[config.mk]
export PLATFORM = sky130hd
export DESIGN_NAME = asb_top
export DESIGN_NICKNAME = d
export VERILOG_FILES = /design/src/inc/asb_pkg.sv /design/src/hw/asb_top.sv /design/src/hw/asb_fifo.sv
export SDC_FILE = /design/constraint.sdc
export NUM_CORES = 1
export LEC_CHECK = 0
export BUFFER_PORTS_ARGS = -buffer_cell sky130_fd_sc_hd__buf_4
export CAP_MARGIN = 20
export CORE_MARGIN = 4
export CORE_UTILIZATION = 60
export CTS_CLUSTER_SIZE = 10
export DETAILED_ROUTE_END_ITERATION = 6
export PLACE_DENSITY = 0.78
export SYNTH_ARGS = -nofsm -noshare
export SYNTH_HDL_FRONTEND = slang
export SYNTH_SLANG_ARGS = --single-unit
export TNS_END_PERCENT = 20
[constraint.sdc]
create_clock -name clk_sys_i -period 3.3 [get_ports clk_sys_i]
set_clock_uncertainty 0.05 [all_clocks]
set_input_delay 0.66 -clock clk_sys_i [delete_from_list [all_inputs] [get_ports clk_sys_i]]
set_output_delay 0.66 -clock clk_sys_i [all_outputs]
set_load 0.01 [all_outputs]
[src/inc/asb_pkg.sv]
// Constants, types and helpers shared by the serial data-buffer block.
// Operation
// - Transmit shifter sends the byte taken from the holding register out the serial pin.
// - After each character, a waiting byte is loaded and sent with no software action.
// - With nothing to send, the serial output stays high without a break.
// - Holding registers decode at 06H and 07H and feed an empty shifter at once.
// - A holding register accepts a write while the shifter still sends a character.
// - Reading a holding register returns its contents and leaves transmission untouched.
// - Receive shifter builds characters from the bits on the serial input pin.
// - A finished character moves to the receive buffer whenever the buffer has room.
// - A character finishing while the held character still waits for the full buffer raises overrun.
// - Receive buffer is a four-deep queue read at 08H and 09H only.
// - Reading the receive data register returns the oldest buffered character.
// - The receive shifter keeps taking characters while the buffer is full.
// - No I/O address reaches either shifter.
// - Status bits ride with each character; software sees the oldest one's status.
// - Full flag sets on loading an empty buffer, even for an errored character.
`default_nettype none
package asb_pkg;
   // -----------------------------------------------------------------
   // Register map
   // -----------------------------------------------------------------
   localparam logic [7:0] ADDR_TX_CH0 = 8'h06;
   localparam logic [7:0] ADDR_TX_CH1 = 8'h07;
   localparam logic [7:0] ADDR_RX_CH0 = 8'h08;
   localparam logic [7:0] ADDR_RX_CH1 = 8'h09;
   localparam logic [7:0] RDATA_UNMAPPED = 8'h00;
   localparam logic [7:0] TX_HOLD_RST = 8'h00;

   // -----------------------------------------------------------------
   // Widths and depths
   // -----------------------------------------------------------------
   localparam int NUM_CH = 2;
   localparam int DATA_W = 8;
   localparam int STAT_W = 2;
   localparam int STAT_OVR = 1;
   localparam int STAT_FE = 0;
   localparam int RX_DEPTH = 4;
   localparam int FRAME_LEN = 10;

   // -----------------------------------------------------------------
   // Bit timing
   // -----------------------------------------------------------------
   localparam int CLK_HZ = 10_000_000;
   localparam int BIT_RATE_HZ = 9600;
   localparam int BIT_CYCLES = CLK_HZ / BIT_RATE_HZ;
   localparam int CNT_W = 11;
   localparam logic [CNT_W-1:0] BIT_CNT = CNT_W'(BIT_CYCLES - 1);
   localparam logic [CNT_W-1:0] HALF_CNT = CNT_W'(BIT_CYCLES / 2 - 1);

   // -----------------------------------------------------------------
   // States
   // -----------------------------------------------------------------
   typedef enum logic [1:0] {
      TX_IDLE = 2'b01,
      TX_SHIFT = 2'b10
   } asb_tx_state_t;

   typedef enum logic [3:0] {
      RX_IDLE = 4'b0001,
      RX_START = 4'b0010,
      RX_DATA = 4'b0100,
      RX_STOP = 4'b1000
   } asb_rx_state_t;

   // Address of a channel's register given the channel-0 address.
   function automatic logic [7:0] asb_ch_addr(input logic [7:0] base, input int ch);
      asb_ch_addr = base + 8'(ch);
   endfunction
endpackage
`default_nettype wire

[src/hw/asb_top.sv]
// Two-channel asynchronous serial data buffers: transmit holding and shift, receive shift and queue.
`default_nettype none

// ---------------------------------------------------------------------
// One channel
// ---------------------------------------------------------------------
module asb_channel (
   input wire logic clk_sys_i,
   input wire logic sys_rst_i,
   input wire logic tx_wr_i,
   input wire logic [asb_pkg::DATA_W-1:0] tx_wdata_i,
   input wire logic rx_rd_i,
   input wire logic serial_in_pin_i,
   output logic serial_out_pin_o,
   output logic [asb_pkg::DATA_W-1:0] tx_holding_o,
   output logic tx_holding_empty_o,
   output logic tx_busy_o,
   output logic [asb_pkg::DATA_W-1:0] rx_fifo_head_o,
   output logic [asb_pkg::STAT_W-1:0] rx_status_o,
   output logic rx_full_flag_o
);
   import asb_pkg::*;

   // -----------------------------------------------------------------
   // Transmit state
   // -----------------------------------------------------------------
   asb_tx_state_t tx_state_ff, nxt_tx_state;
   logic [DATA_W-1:0] tx_hold_ff, nxt_tx_hold;
   logic tx_hold_vld_ff, nxt_tx_hold_vld;
   logic [FRAME_LEN-1:0] tx_shifter_ff, nxt_tx_shifter;
   logic [3:0] tx_bits_ff, nxt_tx_bits;
   logic [CNT_W-1:0] tx_div_ff, nxt_tx_div;
   logic tx_load;

   // -----------------------------------------------------------------
   // Receive state
   // -----------------------------------------------------------------
   asb_rx_state_t rx_state_ff, nxt_rx_state;
   logic [CNT_W-1:0] rx_cnt_ff, nxt_rx_cnt;
   logic [2:0] rx_bits_ff, nxt_rx_bits;
   logic [DATA_W-1:0] rx_shifter_ff, nxt_rx_shifter;
   logic [DATA_W-1:0] rx_held_ff, nxt_rx_held;
   logic rx_held_vld_ff, nxt_rx_held_vld;
   logic rx_held_fe_ff, nxt_rx_held_fe;
   logic rx_ovr_pend_ff, nxt_rx_ovr_pend;
   logic rx_done, rx_take;

   // -----------------------------------------------------------------
   // Queue wiring
   // -----------------------------------------------------------------
   logic fifo_in_ready;
   logic fifo_out_valid;
   logic [DATA_W+STAT_W-1:0] fifo_in_data;
   logic [DATA_W+STAT_W-1:0] fifo_out_data;

   // -----------------------------------------------------------------
   // Transmit next state
   // -----------------------------------------------------------------
   // The divider restarts on every load so the start bit is always a full bit time long.
   // A second write before the pending byte is loaded overwrites it; software is
   // expected to watch the holding-empty flag first.
   always_comb begin
      nxt_tx_state = tx_state_ff;
      nxt_tx_hold = tx_hold_ff;
      nxt_tx_shifter = tx_shifter_ff;
      nxt_tx_bits = tx_bits_ff;
      nxt_tx_div = tx_div_ff;
      tx_load = 1'b0;
      case (tx_state_ff)
         TX_IDLE: begin
            if (tx_hold_vld_ff) begin
               tx_load = 1'b1;
            end
         end
         TX_SHIFT: begin
            if (tx_div_ff == '0) begin
               nxt_tx_div = BIT_CNT;
               nxt_tx_shifter = {1'b1, tx_shifter_ff[FRAME_LEN-1:1]};
               nxt_tx_bits = tx_bits_ff - 1'b1;
               if (tx_bits_ff == 4'h1) begin
                  if (tx_hold_vld_ff) begin
                     tx_load = 1'b1;
                  end else begin
                     nxt_tx_state = TX_IDLE;
                  end
               end
            end else begin
               nxt_tx_div = tx_div_ff - 1'b1;
            end
         end
         default: begin
            nxt_tx_state = TX_IDLE;
            nxt_tx_shifter = '1;
         end
      endcase
      if (tx_load) begin
         nxt_tx_state = TX_SHIFT;
         nxt_tx_shifter = {1'b1, tx_hold_ff, 1'b0};
         nxt_tx_bits = 4'(FRAME_LEN);
         nxt_tx_div = BIT_CNT;
      end
      // A write in the cycle of a load still counts as a new pending byte.
      nxt_tx_hold_vld = (tx_hold_vld_ff & ~tx_load) | tx_wr_i;
      if (tx_wr_i) begin
         nxt_tx_hold = tx_wdata_i;
      end
   end

   // -----------------------------------------------------------------
   // Transmit registers
   // -----------------------------------------------------------------
   always_ff @(posedge clk_sys_i) begin
      if (sys_rst_i) begin
         tx_state_ff <= TX_IDLE;
         tx_hold_ff <= TX_HOLD_RST;
         tx_hold_vld_ff <= 1'b0;
         tx_shifter_ff <= '1;
         tx_bits_ff <= '0;
         tx_div_ff <= '0;
      end else begin
         tx_state_ff <= nxt_tx_state;
         tx_hold_ff <= nxt_tx_hold;
         tx_hold_vld_ff <= nxt_tx_hold_vld;
         tx_shifter_ff <= nxt_tx_shifter;
         tx_bits_ff <= nxt_tx_bits;
         tx_div_ff <= nxt_tx_div;
      end
   end

   // The holding register keeps its value after the load, so a read sees the last byte written.
   assign serial_out_pin_o = tx_shifter_ff[0];
   assign tx_holding_o = tx_hold_ff;
   assign tx_holding_empty_o = ~tx_hold_vld_ff;
   assign tx_busy_o = (tx_state_ff == TX_SHIFT);

   // -----------------------------------------------------------------
   // Receive next state
   // -----------------------------------------------------------------
   // The line is sampled once, in the middle of each bit; a start bit that is
   // gone at its middle is taken as a glitch and dropped.
   always_comb begin
      nxt_rx_state = rx_state_ff;
      nxt_rx_cnt = rx_cnt_ff;
      nxt_rx_bits = rx_bits_ff;
      nxt_rx_shifter = rx_shifter_ff;
      nxt_rx_held = rx_held_ff;
      nxt_rx_held_fe = rx_held_fe_ff;
      nxt_rx_held_vld = rx_held_vld_ff;
      nxt_rx_ovr_pend = rx_ovr_pend_ff;
      rx_done = 1'b0;
      rx_take = rx_held_vld_ff & fifo_in_ready;
      case (rx_state_ff)
         RX_IDLE: begin
            if (!serial_in_pin_i) begin
               nxt_rx_cnt = HALF_CNT;
               nxt_rx_state = RX_START;
            end
         end
         RX_START: begin
            if (rx_cnt_ff == '0) begin
               nxt_rx_cnt = BIT_CNT;
               nxt_rx_bits = '0;
               nxt_rx_state = serial_in_pin_i ? RX_IDLE : RX_DATA;
            end else begin
               nxt_rx_cnt = rx_cnt_ff - 1'b1;
            end
         end
         RX_DATA: begin
            if (rx_cnt_ff == '0) begin
               nxt_rx_cnt = BIT_CNT;
               nxt_rx_shifter = {serial_in_pin_i, rx_shifter_ff[DATA_W-1:1]};
               nxt_rx_bits = rx_bits_ff + 1'b1;
               if (rx_bits_ff == 3'h7) begin
                  nxt_rx_state = RX_STOP;
               end
            end else begin
               nxt_rx_cnt = rx_cnt_ff - 1'b1;
            end
         end
         RX_STOP: begin
            if (rx_cnt_ff == '0) begin
               rx_done = 1'b1;
               nxt_rx_state = RX_IDLE;
            end else begin
               nxt_rx_cnt = rx_cnt_ff - 1'b1;
            end
         end
         default: begin
            nxt_rx_state = RX_IDLE;
         end
      endcase
      if (rx_take) begin
         nxt_rx_held_vld = 1'b0;
         nxt_rx_ovr_pend = 1'b0;
      end
      // The shifter never waits for the queue; only the held character does.
      if (rx_done) begin
         if (rx_held_vld_ff && !rx_take) begin
            nxt_rx_ovr_pend = 1'b1;
         end else begin
            nxt_rx_held = rx_shifter_ff;
            nxt_rx_held_fe = ~serial_in_pin_i;
            nxt_rx_held_vld = 1'b1;
         end
      end
   end

   // -----------------------------------------------------------------
   // Receive registers
   // -----------------------------------------------------------------
   always_ff @(posedge clk_sys_i) begin
      if (sys_rst_i) begin
         rx_state_ff <= RX_IDLE;
         rx_cnt_ff <= '0;
         rx_bits_ff <= '0;
         rx_shifter_ff <= '0;
         rx_held_ff <= '0;
         rx_held_fe_ff <= 1'b0;
         rx_held_vld_ff <= 1'b0;
         rx_ovr_pend_ff <= 1'b0;
      end else begin
         rx_state_ff <= nxt_rx_state;
         rx_cnt_ff <= nxt_rx_cnt;
         rx_bits_ff <= nxt_rx_bits;
         rx_shifter_ff <= nxt_rx_shifter;
         rx_held_ff <= nxt_rx_held;
         rx_held_fe_ff <= nxt_rx_held_fe;
         rx_held_vld_ff <= nxt_rx_held_vld;
         rx_ovr_pend_ff <= nxt_rx_ovr_pend;
      end
   end

   // -----------------------------------------------------------------
   // Receive queue
   // -----------------------------------------------------------------
   // Overrun rides on the last good character, so software sees it only once
   // that character is the oldest in the queue.
   assign fifo_in_data = {rx_ovr_pend_ff, rx_held_fe_ff, rx_held_ff};

   asb_fifo #(
      .WIDTH(DATA_W + STAT_W),
      .DEPTH(RX_DEPTH)
   ) u_rx_fifo (
      .clk_sys_i(clk_sys_i),
      .sys_rst_i(sys_rst_i),
      .in_valid_i(rx_held_vld_ff),
      .in_ready_o(fifo_in_ready),
      .in_data_i(fifo_in_data),
      .out_valid_o(fifo_out_valid),
      .out_ready_i(rx_rd_i),
      .out_data_o(fifo_out_data)
   );

   // The head and its status read as zero while the queue is empty.
   assign rx_full_flag_o = fifo_out_valid;
   assign rx_fifo_head_o = fifo_out_valid ? fifo_out_data[DATA_W-1:0] : '0;
   assign rx_status_o = fifo_out_valid ? fifo_out_data[DATA_W+STAT_W-1:DATA_W] : '0;
endmodule

// ---------------------------------------------------------------------
// Top: I/O register decode over both channels
// ---------------------------------------------------------------------
module asb_top (
   input wire logic clk_sys_i,
   input wire logic sys_rst_i,
   input wire logic [7:0] io_addr_i,
   input wire logic io_wr_i,
   input wire logic io_rd_i,
   input wire logic [asb_pkg::DATA_W-1:0] io_wdata_i,
   output logic [asb_pkg::DATA_W-1:0] io_rdata_o,
   input wire logic [asb_pkg::NUM_CH-1:0] serial_in_pin_i,
   output logic [asb_pkg::NUM_CH-1:0] serial_out_pin_o,
   output logic [asb_pkg::NUM_CH-1:0] rx_full_flag_o,
   output logic [asb_pkg::NUM_CH-1:0] rx_overrun_o,
   output logic [asb_pkg::NUM_CH-1:0] rx_frame_err_o,
   output logic [asb_pkg::NUM_CH-1:0] tx_holding_empty_o,
   output logic [asb_pkg::NUM_CH-1:0] tx_busy_o
);
   import asb_pkg::*;

   logic [DATA_W-1:0] tx_hold_w [NUM_CH];
   logic [DATA_W-1:0] rx_head_w [NUM_CH];
   logic [DATA_W-1:0] rdata_ff, nxt_rdata;

   // -----------------------------------------------------------------
   // Channels
   // -----------------------------------------------------------------
   // Each channel is a full copy with only clock, reset and the write data bus in common, so traffic on
   // one can never hold up the other.
   for (genvar ch = 0; ch < NUM_CH; ch++) begin : g_ch
      logic [STAT_W-1:0] stat;

      asb_channel u_ch (
         .clk_sys_i(clk_sys_i),
         .sys_rst_i(sys_rst_i),
         .tx_wr_i(io_wr_i && io_addr_i == asb_ch_addr(ADDR_TX_CH0, ch)),
         .tx_wdata_i(io_wdata_i),
         .rx_rd_i(io_rd_i && io_addr_i == asb_ch_addr(ADDR_RX_CH0, ch)),
         .serial_in_pin_i(serial_in_pin_i[ch]),
         .serial_out_pin_o(serial_out_pin_o[ch]),
         .tx_holding_o(tx_hold_w[ch]),
         .tx_holding_empty_o(tx_holding_empty_o[ch]),
         .tx_busy_o(tx_busy_o[ch]),
         .rx_fifo_head_o(rx_head_w[ch]),
         .rx_status_o(stat),
         .rx_full_flag_o(rx_full_flag_o[ch])
      );

      assign rx_overrun_o[ch] = stat[STAT_OVR];
      assign rx_frame_err_o[ch] = stat[STAT_FE];
   end

   // -----------------------------------------------------------------
   // Read data
   // -----------------------------------------------------------------
   // Read data is captured on the read strobe and held until the next read.
   // Only the four data registers decode; the shifters have no address.
   always_comb begin
      nxt_rdata = rdata_ff;
      if (io_rd_i) begin
         case (io_addr_i)
            ADDR_TX_CH0: nxt_rdata = tx_hold_w[0];
            ADDR_TX_CH1: nxt_rdata = tx_hold_w[1];
            ADDR_RX_CH0: nxt_rdata = rx_head_w[0];
            ADDR_RX_CH1: nxt_rdata = rx_head_w[1];
            default: nxt_rdata = RDATA_UNMAPPED;
         endcase
      end
   end

   always_ff @(posedge clk_sys_i) begin
      if (sys_rst_i) begin
         rdata_ff <= RDATA_UNMAPPED;
      end else begin
         rdata_ff <= nxt_rdata;
      end
   end

   assign io_rdata_o = rdata_ff;
endmodule
`default_nettype wire

[src/hw/asb_fifo.sv]
// Parameterised first-in first-out queue with valid/ready on both sides.
`default_nettype none
module asb_fifo #(
   parameter int WIDTH = 10,
   parameter int DEPTH = 4
) (
   input wire logic clk_sys_i,
   input wire logic sys_rst_i,
   input wire logic in_valid_i,
   output logic in_ready_o,
   input wire logic [WIDTH-1:0] in_data_i,
   output logic out_valid_o,
   input wire logic out_ready_i,
   output logic [WIDTH-1:0] out_data_o
);
   import asb_pkg::*;

   // DEPTH must be a power of two so the pointers wrap on their own.
   localparam int AW = (DEPTH > 1) ? $clog2(DEPTH) : 1;
   localparam int CW = $clog2(DEPTH + 1);

   logic [WIDTH-1:0] mem_ff [DEPTH];
   logic [WIDTH-1:0] nxt_mem [DEPTH];
   logic [AW-1:0] wr_ptr_ff, nxt_wr_ptr;
   logic [AW-1:0] rd_ptr_ff, nxt_rd_ptr;
   logic [CW-1:0] count_ff, nxt_count;
   logic push, pop;

   assign in_ready_o = (count_ff != CW'(DEPTH));
   assign out_valid_o = (count_ff != '0);
   assign out_data_o = mem_ff[rd_ptr_ff];

   // -----------------------------------------------------------------
   // Next state
   // -----------------------------------------------------------------
   always_comb begin
      push = in_valid_i & in_ready_o;
      pop = out_valid_o & out_ready_i;
      nxt_mem = mem_ff;
      nxt_wr_ptr = wr_ptr_ff;
      nxt_rd_ptr = rd_ptr_ff;
      nxt_count = count_ff;
      if (push) begin
         nxt_mem[wr_ptr_ff] = in_data_i;
         nxt_wr_ptr = wr_ptr_ff + 1'b1;
      end
      if (pop) begin
         nxt_rd_ptr = rd_ptr_ff + 1'b1;
      end
      if (push && !pop) begin
         nxt_count = count_ff + 1'b1;
      end else if (pop && !push) begin
         nxt_count = count_ff - 1'b1;
      end
   end

   // -----------------------------------------------------------------
   // Registers
   // -----------------------------------------------------------------
   always_ff @(posedge clk_sys_i) begin
      if (sys_rst_i) begin
         wr_ptr_ff <= '0;
         rd_ptr_ff <= '0;
         count_ff <= '0;
         for (int i = 0; i < DEPTH; i++) begin
            mem_ff[i] <= '0;
         end
      end else begin
         wr_ptr_ff <= nxt_wr_ptr;
         rd_ptr_ff <= nxt_rd_ptr;
         count_ff <= nxt_count;
         mem_ff <= nxt_mem;
      end
   end
endmodule
`default_nettype wire

After elaboration in Yosys (flattened, before gate mapping) --
Cells that the tools add are included. W data, S select, Z words.
Word-level totals: flip-flop bits (word level) 248, output and inout port bits 20
Operators by class: $add $sub $neg 16, $lt $le $gt $ge 6, equal/unequal tests 44, muxes and demuxes 101, bitwise gates (word level) 22, reduce and logical (&&, ||, !) cells 56
Operators with widths (count):
- $mux W11 | 12
- $bwmux W40 | 2
- $mux W10 | 8
- $pmux W11 S3 | 2
- $mux W4 | 16
- $logic_not A11 Y1 | 4
- $sub A11 B1 Y11 const B | 4
- $bmux W10 S2 | 2
- $demux W10 S2 | 2
- $pmux W10 S2 | 2
- $pmux W4 S4 | 2
- $pmux W8 S4 | 1
- $mux W3 | 10
- $ne A3 B3 Y1 const B | 8
- $reduce_and A2 Y1 | 12
- $mux W1 | 22
- $mux W2 | 10
- $ne A2 B1 Y1 const B | 10
- $mux W9 | 2
- $eq A4 B1 Y1 const B | 4
- $eq A8 B3 Y1 const B | 2
- $eq A8 B4 Y1 const B | 2
- $mux W8 | 2
- $reduce_bool A2 Y1 | 8
- other kinds (27) | 96

Logic depth before layout (Yosys ltp) --
word-level depth 7, mapped depth 10, gate-level depth less buffers 9

Hierarchy --
Synthesis repeated with hierarchy kept, for this count alone.
Second synthesis, totals: cells, all modules 1254, area, all modules 12072.8 µm²
Modules (own cells, without submodules):
- asb_fifo | times used 2, cells each 195, area an instance 2227.1 µm²
- asb_channel (g_ch[1].u_ch) | times used 1, cells each 412, area an instance 3543.4 µm²
- asb_channel (g_ch[0].u_ch) | times used 1, cells each 395, area an instance 3514.6 µm²
- asb_top | times used 1, cells each 57, area an instance 560.5 µm²

Worst setup path before layout --
Ideal clock, no wire load.
path type input port to flip-flop, start point in io_addr_i[5], end point reg g_ch[0].u_ch.u_rx_fifo.count_ff[2], library setup time 0.070 ns, arrival 2.605 ns, data required time 3.180 ns, path slack 0.575 ns, stages on the path 10, path through nor4_2 -> and4_1 -> clkbuf_1 -> nand2_1 -> ha_1 -> inv_1 -> fa_1 -> xor2_1 -> or3_1 -> a21oi_1
On the way: word-level cells in the longest chain between the ends 6, elaborated cells on any way between the ends 8, classes of those cells eq/ne: 1; mux: 1; bitwise: 1; reduce/logical: 5
Ends and longest elaborated chain:
- start, declared | line asb_top.sv:266 | input wire logic [7:0] io_addr_i,
- $eq A8 B4 Y1 (*) | line asb_top.sv:298 | .rx_rd_i(io_rd_i && io_addr_i == asb_ch_addr(ADDR_RX_CH0, ch)),
- $logic_and A1 B1 Y1 (*) | line asb_top.sv:298
- $and A1 B1 Y1 (*) | line asb_fifo.sv:38 | pop = out_valid_o & out_ready_i;
- $logic_not A1 Y1 | line asb_fifo.sv:50 | if (push && !pop) begin
- $logic_and A1 B1 Y1 | line asb_fifo.sv:50
- $mux W3 / $reduce_bool A2 Y1 (equally long branches)
- end signal, assigned | line asb_fifo.sv:71 | count_ff <= nxt_count;
- end, declared | line asb_fifo.sv:26 | logic [CW-1:0] count_ff, nxt_count;
Mark *: on every way between the ends. The rest lies on a longest branch, timed or not. A chain may end at the register's enable or synchronous reset.

Worst setup path after layout --
start point reg g_ch[1].u_ch.u_rx_fifo.rd_ptr_ff[0], end point out rx_overrun_o[1] in the netlist's numbering
On the way: word-level cells in the longest chain between the ends 5
Ends and longest elaborated chain:
- start, declared | line asb_fifo.sv:25 | logic [AW-1:0] rd_ptr_ff, nxt_rd_ptr;
- start signal, assigned | line asb_fifo.sv:70 | rd_ptr_ff <= nxt_rd_ptr;
- $not A2 Y3 (not written as such) | line asb_fifo.sv:31 | assign out_data_o = mem_ff[rd_ptr_ff];
- $bmux W10 S2 | line asb_fifo.sv:31
- $mux W10 (not written as such) (2 in series) | line asb_fifo.sv:31
- $mux W2 | line asb_top.sv:257 | assign rx_status_o = fifo_out_valid ? fifo_out_data[DATA_W+STAT_W-1:DATA_W] : '0;
- end, declared | line asb_top.sv:274 | output logic [asb_pkg::NUM_CH-1:0] rx_overrun_o,
No other way between the ends. The select of a mux whose other input is x is not followed.

==> impl_metrics.csv <==
group,metric,value,unit
job,cap_violations,0,
synth,synth_fp_nets,1373,
timing,fin_ws,0.452,ns
synth,avgSynthCellArea,8.64,um^2
timing,final.min_clock_period,2.85,ns
synth,yosys.area_share.simple,0.220,
clock_network,cts.clk_slew.worst_paths,0.06,ns
power,p_leak,0.00443,uW
critical_path,critPathKind,"flip-flop to primary output",
timing,fmaxAchievable,351,MHz
synth,synth_edf_count,0,
timing,drv_slew,0,
clock_network,insertion_delay,0.53,ns
global_routing,grt_max_degree,98,
synth,synthTopCellsByArea,"dfxtp_1 (43%), nand2_1 (6.4%), a21oi_1 (6.3%)",
synth,synthXorXnorAreaFrac,0.0277,
clock_network,cts_sinks,246,
clock_network,post-cts-setup-buffers,0,
critical_path,crit_slowest_cell,"dfxtp_1",
synth,ys_types,73,
power,pwr_density_cell,499,mW/mm^2
timing,hold_viol_final,0,
critical_path,path_max_fanout,9,
global_routing,grt_usage,0.239,
die,core,0.0187,mm^2
die,die_h,146,um
synth,yosys_warnings,0,
clock_network,cts.htree.levels,1,
die,start_util,0.609,
clock_network,cts_made_buffers,28,
timing,tns,0,ns
routing,wl_per_cell,16.5,um
final_layout,final_area,0.0125,mm^2
routing,drc,0,
placement,place_ws,0.435,ns
clock_network,clockBufferDepth,3,
timing,timing.hold.ws,0.316,ns
critical_path,crit_chain,"mux4_2 > and2_1 > buf_4",
power,p_clk_frac,0.418,
clock_network,cts-resized-gates,0,
synth,async_flop_share,0,
power,p_comb_frac,0.088,
power,seqPwrFrac,0.494,
routing,first_iter_violations,823,
final_layout,fill_cells,1524,
clock_network,root_buffer,"clkbuf_16",
routing,drt-pass1-iter-count,6,
critical_path,crit_family,"flip-flops",
critical_path,crit_arrival,2.14,ns
placement,gp_congestion,0.859,
power,switching_share,0.241,
routing,wl,25.8,mm
critical_path,cp-start-kind,"flip-flop",
critical_path,path_buf_inv,1,
die,rows,50,
global_routing,grt_pass1_vias,9049,
final_layout,drive_above_1_share,0.106,
global_routing,grt_antenna_before_repair,0,
final_layout,diodes,0,
synth,synthMuxAreaShare,0.0706,
synth,synth_top_family_by_area,"simple AND/OR/NAND/NOR gates",
critical_path,endpoint_kind,"primary output",
synth,yosys_most_used_dff,"dfxtp_1",
worst_hold_path,hold_path.class,"input pin to flip-flop",
power,p_sw,1500,uW
final_layout,syn2layout_area_growth,9.78,%
routing,vias,9551,
synth,synth_area,0.0114,mm^2
synth,synth_seq_area_share,0.432,
global_routing,grt_first_pass_wirelength,43.7,mm
outcome,status,"complete, no violations",
timing,setup_viol,0,
synth,ys_seq_elements,246,
final_layout,layout.nets,1375,
die,pin_count,42,
power,irDropWorstVdd,0.401,mV
placement,hpwl,17.4,mm
timing,worst_pin_slew,0.829,ns
placement,postPlaceCellArea,0.0118,mm^2
die,die_x,146,um
placement,portBuffers,41,
clock_network,cts_tree,"built",
routing,via_per_inst,6.13,
synth,yosysTopAreaCell,"dfxtp_1",
timing,slew_headroom,0.447,
critical_path,worst_ep_required_time,2.59,ns
synth,synth.top_cell.area_share,0.432,
routing,final_antenna_net_count,0,
power,intPower,4730,uW
global_routing,grt-ovfl-total,0,
synth,synth_compound_area_frac,0.167,
die,die-area,0.0213,mm^2
synth,synth_cells,1319,
critical_path,slowest_delay,0.72,ns
synth,synthAdderAreaFrac,0.0365,
timing,min_period_over_period,0.863,
final_layout,post-route-util,0.669,
clock_network,cts-hold-fix-buffers,0,
timing,rsz0062_at_grt,"false",
path summary, 6_finish.rpt:
kind                                       startpoint                            endpoint  slack, ns  depth (start not counted)
setup / recovery  g_ch[1].u_ch.u_rx_fifo.rd_ptr_ff[0]                     rx_overrun_o[1]       0.45                          3
setup reg to reg   g_ch[0].u_ch.u_rx_fifo.count_ff[2]  g_ch[0].u_ch.u_rx_fifo.count_ff[2]       0.64                          9
hold / removal                     serial_in_pin_i[0]          g_ch[0].u_ch.rx_held_fe_ff       0.32                          2
hold reg to reg     g_ch[0].u_ch.u_rx_fifo.mem_ff[20]   g_ch[0].u_ch.u_rx_fifo.mem_ff[20]       0.40                          2
worst register-to-register path, stage by stage (launching register included):
cell and delay [ns]:
dfxtp_1 0.37, or3_1 0.50, and4_1 0.31, nand2_1 0.14, ha_1 0.19, inv_1 0.06, fa_1 0.37, xor2_1 0.17
or3_1 0.30, a21oi_1 0.13
power groups by stage:
stage | clock network [uW] | logic (uW) | registers (uW)
2_1_floorplan | 0 | 446 | 3110
3_3_place_gp | 0 | 539 | 3140
3_5_place_dp | 0 | 544 | 3140
4_1_cts | 2650 | 549 | 3080
5_1_grt | 2790 | 614 | 3090
6_report | 2600 | 551 | 3080
per-stage QoR:
| stage | total power [uW] | instances |
|---|---|---|
| after floorplan | 3560 | 1319 |
| after global placement | 3680 | 1525 |
| after detailed placement | 3690 | 1525 |
| after CTS | 6280 | 1558 |
| after global routing | 6490 | 1558 |
| final | 6240 | 1558 |
Yosys cell counts (all sizes together) (4+ instances only):
library cell / count
a311oi: 4
a2bb2oi: 4
o21ai: 25
xnor2: 19
ha: 30
a221o: 13
xor2: 17
mux2i: 23
nand2b: 8
nor2b: 6
o21a: 4
a31oi: 13
and2: 13
a22o: 6
mux2: 11
a211oi: 19
nor4: 14
inv: 41
or3: 8
a21oi: 146
a22oi: 13
dfxtp: 246
nor4b: 6
o2bb2ai: 4
nand4: 9
nor2: 107
clkbuf: 58
mux4: 20
nand3: 106
and3: 11
nand2: 195
nor3: 29
nor3b: 5
o22ai: 8
buf: 25
a21o: 12
state kept, by name, summed over array words and instances, names as in the netlist, named ones only:
| register | count |
|---|---|
| g_ch.u_ch.rx_held_fe_ff | 2 |
| g_ch.u_ch.u_rx_fifo.mem_ff | 80 |
| g_ch.u_ch.rx_bits_ff | 6 |
| g_ch.u_ch.rx_state_ff | 8 |
| g_ch.u_ch.rx_held_vld_ff | 2 |
| g_ch.u_ch.u_rx_fifo.wr_ptr_ff | 4 |
| g_ch.u_ch.u_rx_fifo.count_ff | 6 |
| g_ch.u_ch.rx_held_ff | 16 |
| io_rdata_o | 8 |
| g_ch.u_ch.u_rx_fifo.rd_ptr_ff | 4 |
| g_ch.u_ch.rx_cnt_ff | 22 |
| g_ch.u_ch.rx_shifter_ff | 16 |
| g_ch.u_ch.tx_hold_vld_ff | 2 |
| g_ch.u_ch.tx_div_ff | 22 |
| g_ch.u_ch.tx_shifter_ff | 18 |
| g_ch.u_ch.tx_bits_ff | 8 |
| g_ch.u_ch.tx_holding_o | 16 |
| g_ch.u_ch.tx_state_ff | 4 |
metal layers:
metal,up-vias,GRT usage,share of wire
met4,0,0.0750,0.028
met5,-,0,0
met2,270,0.396,0.47
li1,4670,-,-
met3,56,0.0436,0.057
met1,4555,0.317,0.44
logic make-up after synthesis:
group / Yosys count
AND/OR/NAND/NOR: 527
AO/OA/AOI/OAI: 300
multiplexers: 54
adder cells (fa/ha/maj): 32
XOR/XNOR: 36
flip-flops: 246
buffers and inverters: 124
area by class of cell:
class	count	area, um^2	share of cell area
clock inverters	1	16.3	0.00130
well taps	234	293	0.0234
clock buffers	32	716	0.0572
repair buffers	55	429	0.0343
multi-input cells	949	5980	0.478
flip-flops and latches	246	4920	0.394
inverters	41	154	0.0123
cells in the final DEF (no fill, tap or decap), types with 21 or more instances in the layout:
master	instances
nor2_1	107
inv_1	41
ha_1	30
mux2i_1	23
dfxtp_1	246
o21ai_0	21
a21oi_1	144
nor3_1	28
nand2_1	195
clkbuf_16	28
nand3_1	105
buf_4	53
No activity file was read; power rests on OpenSTA's default activity.
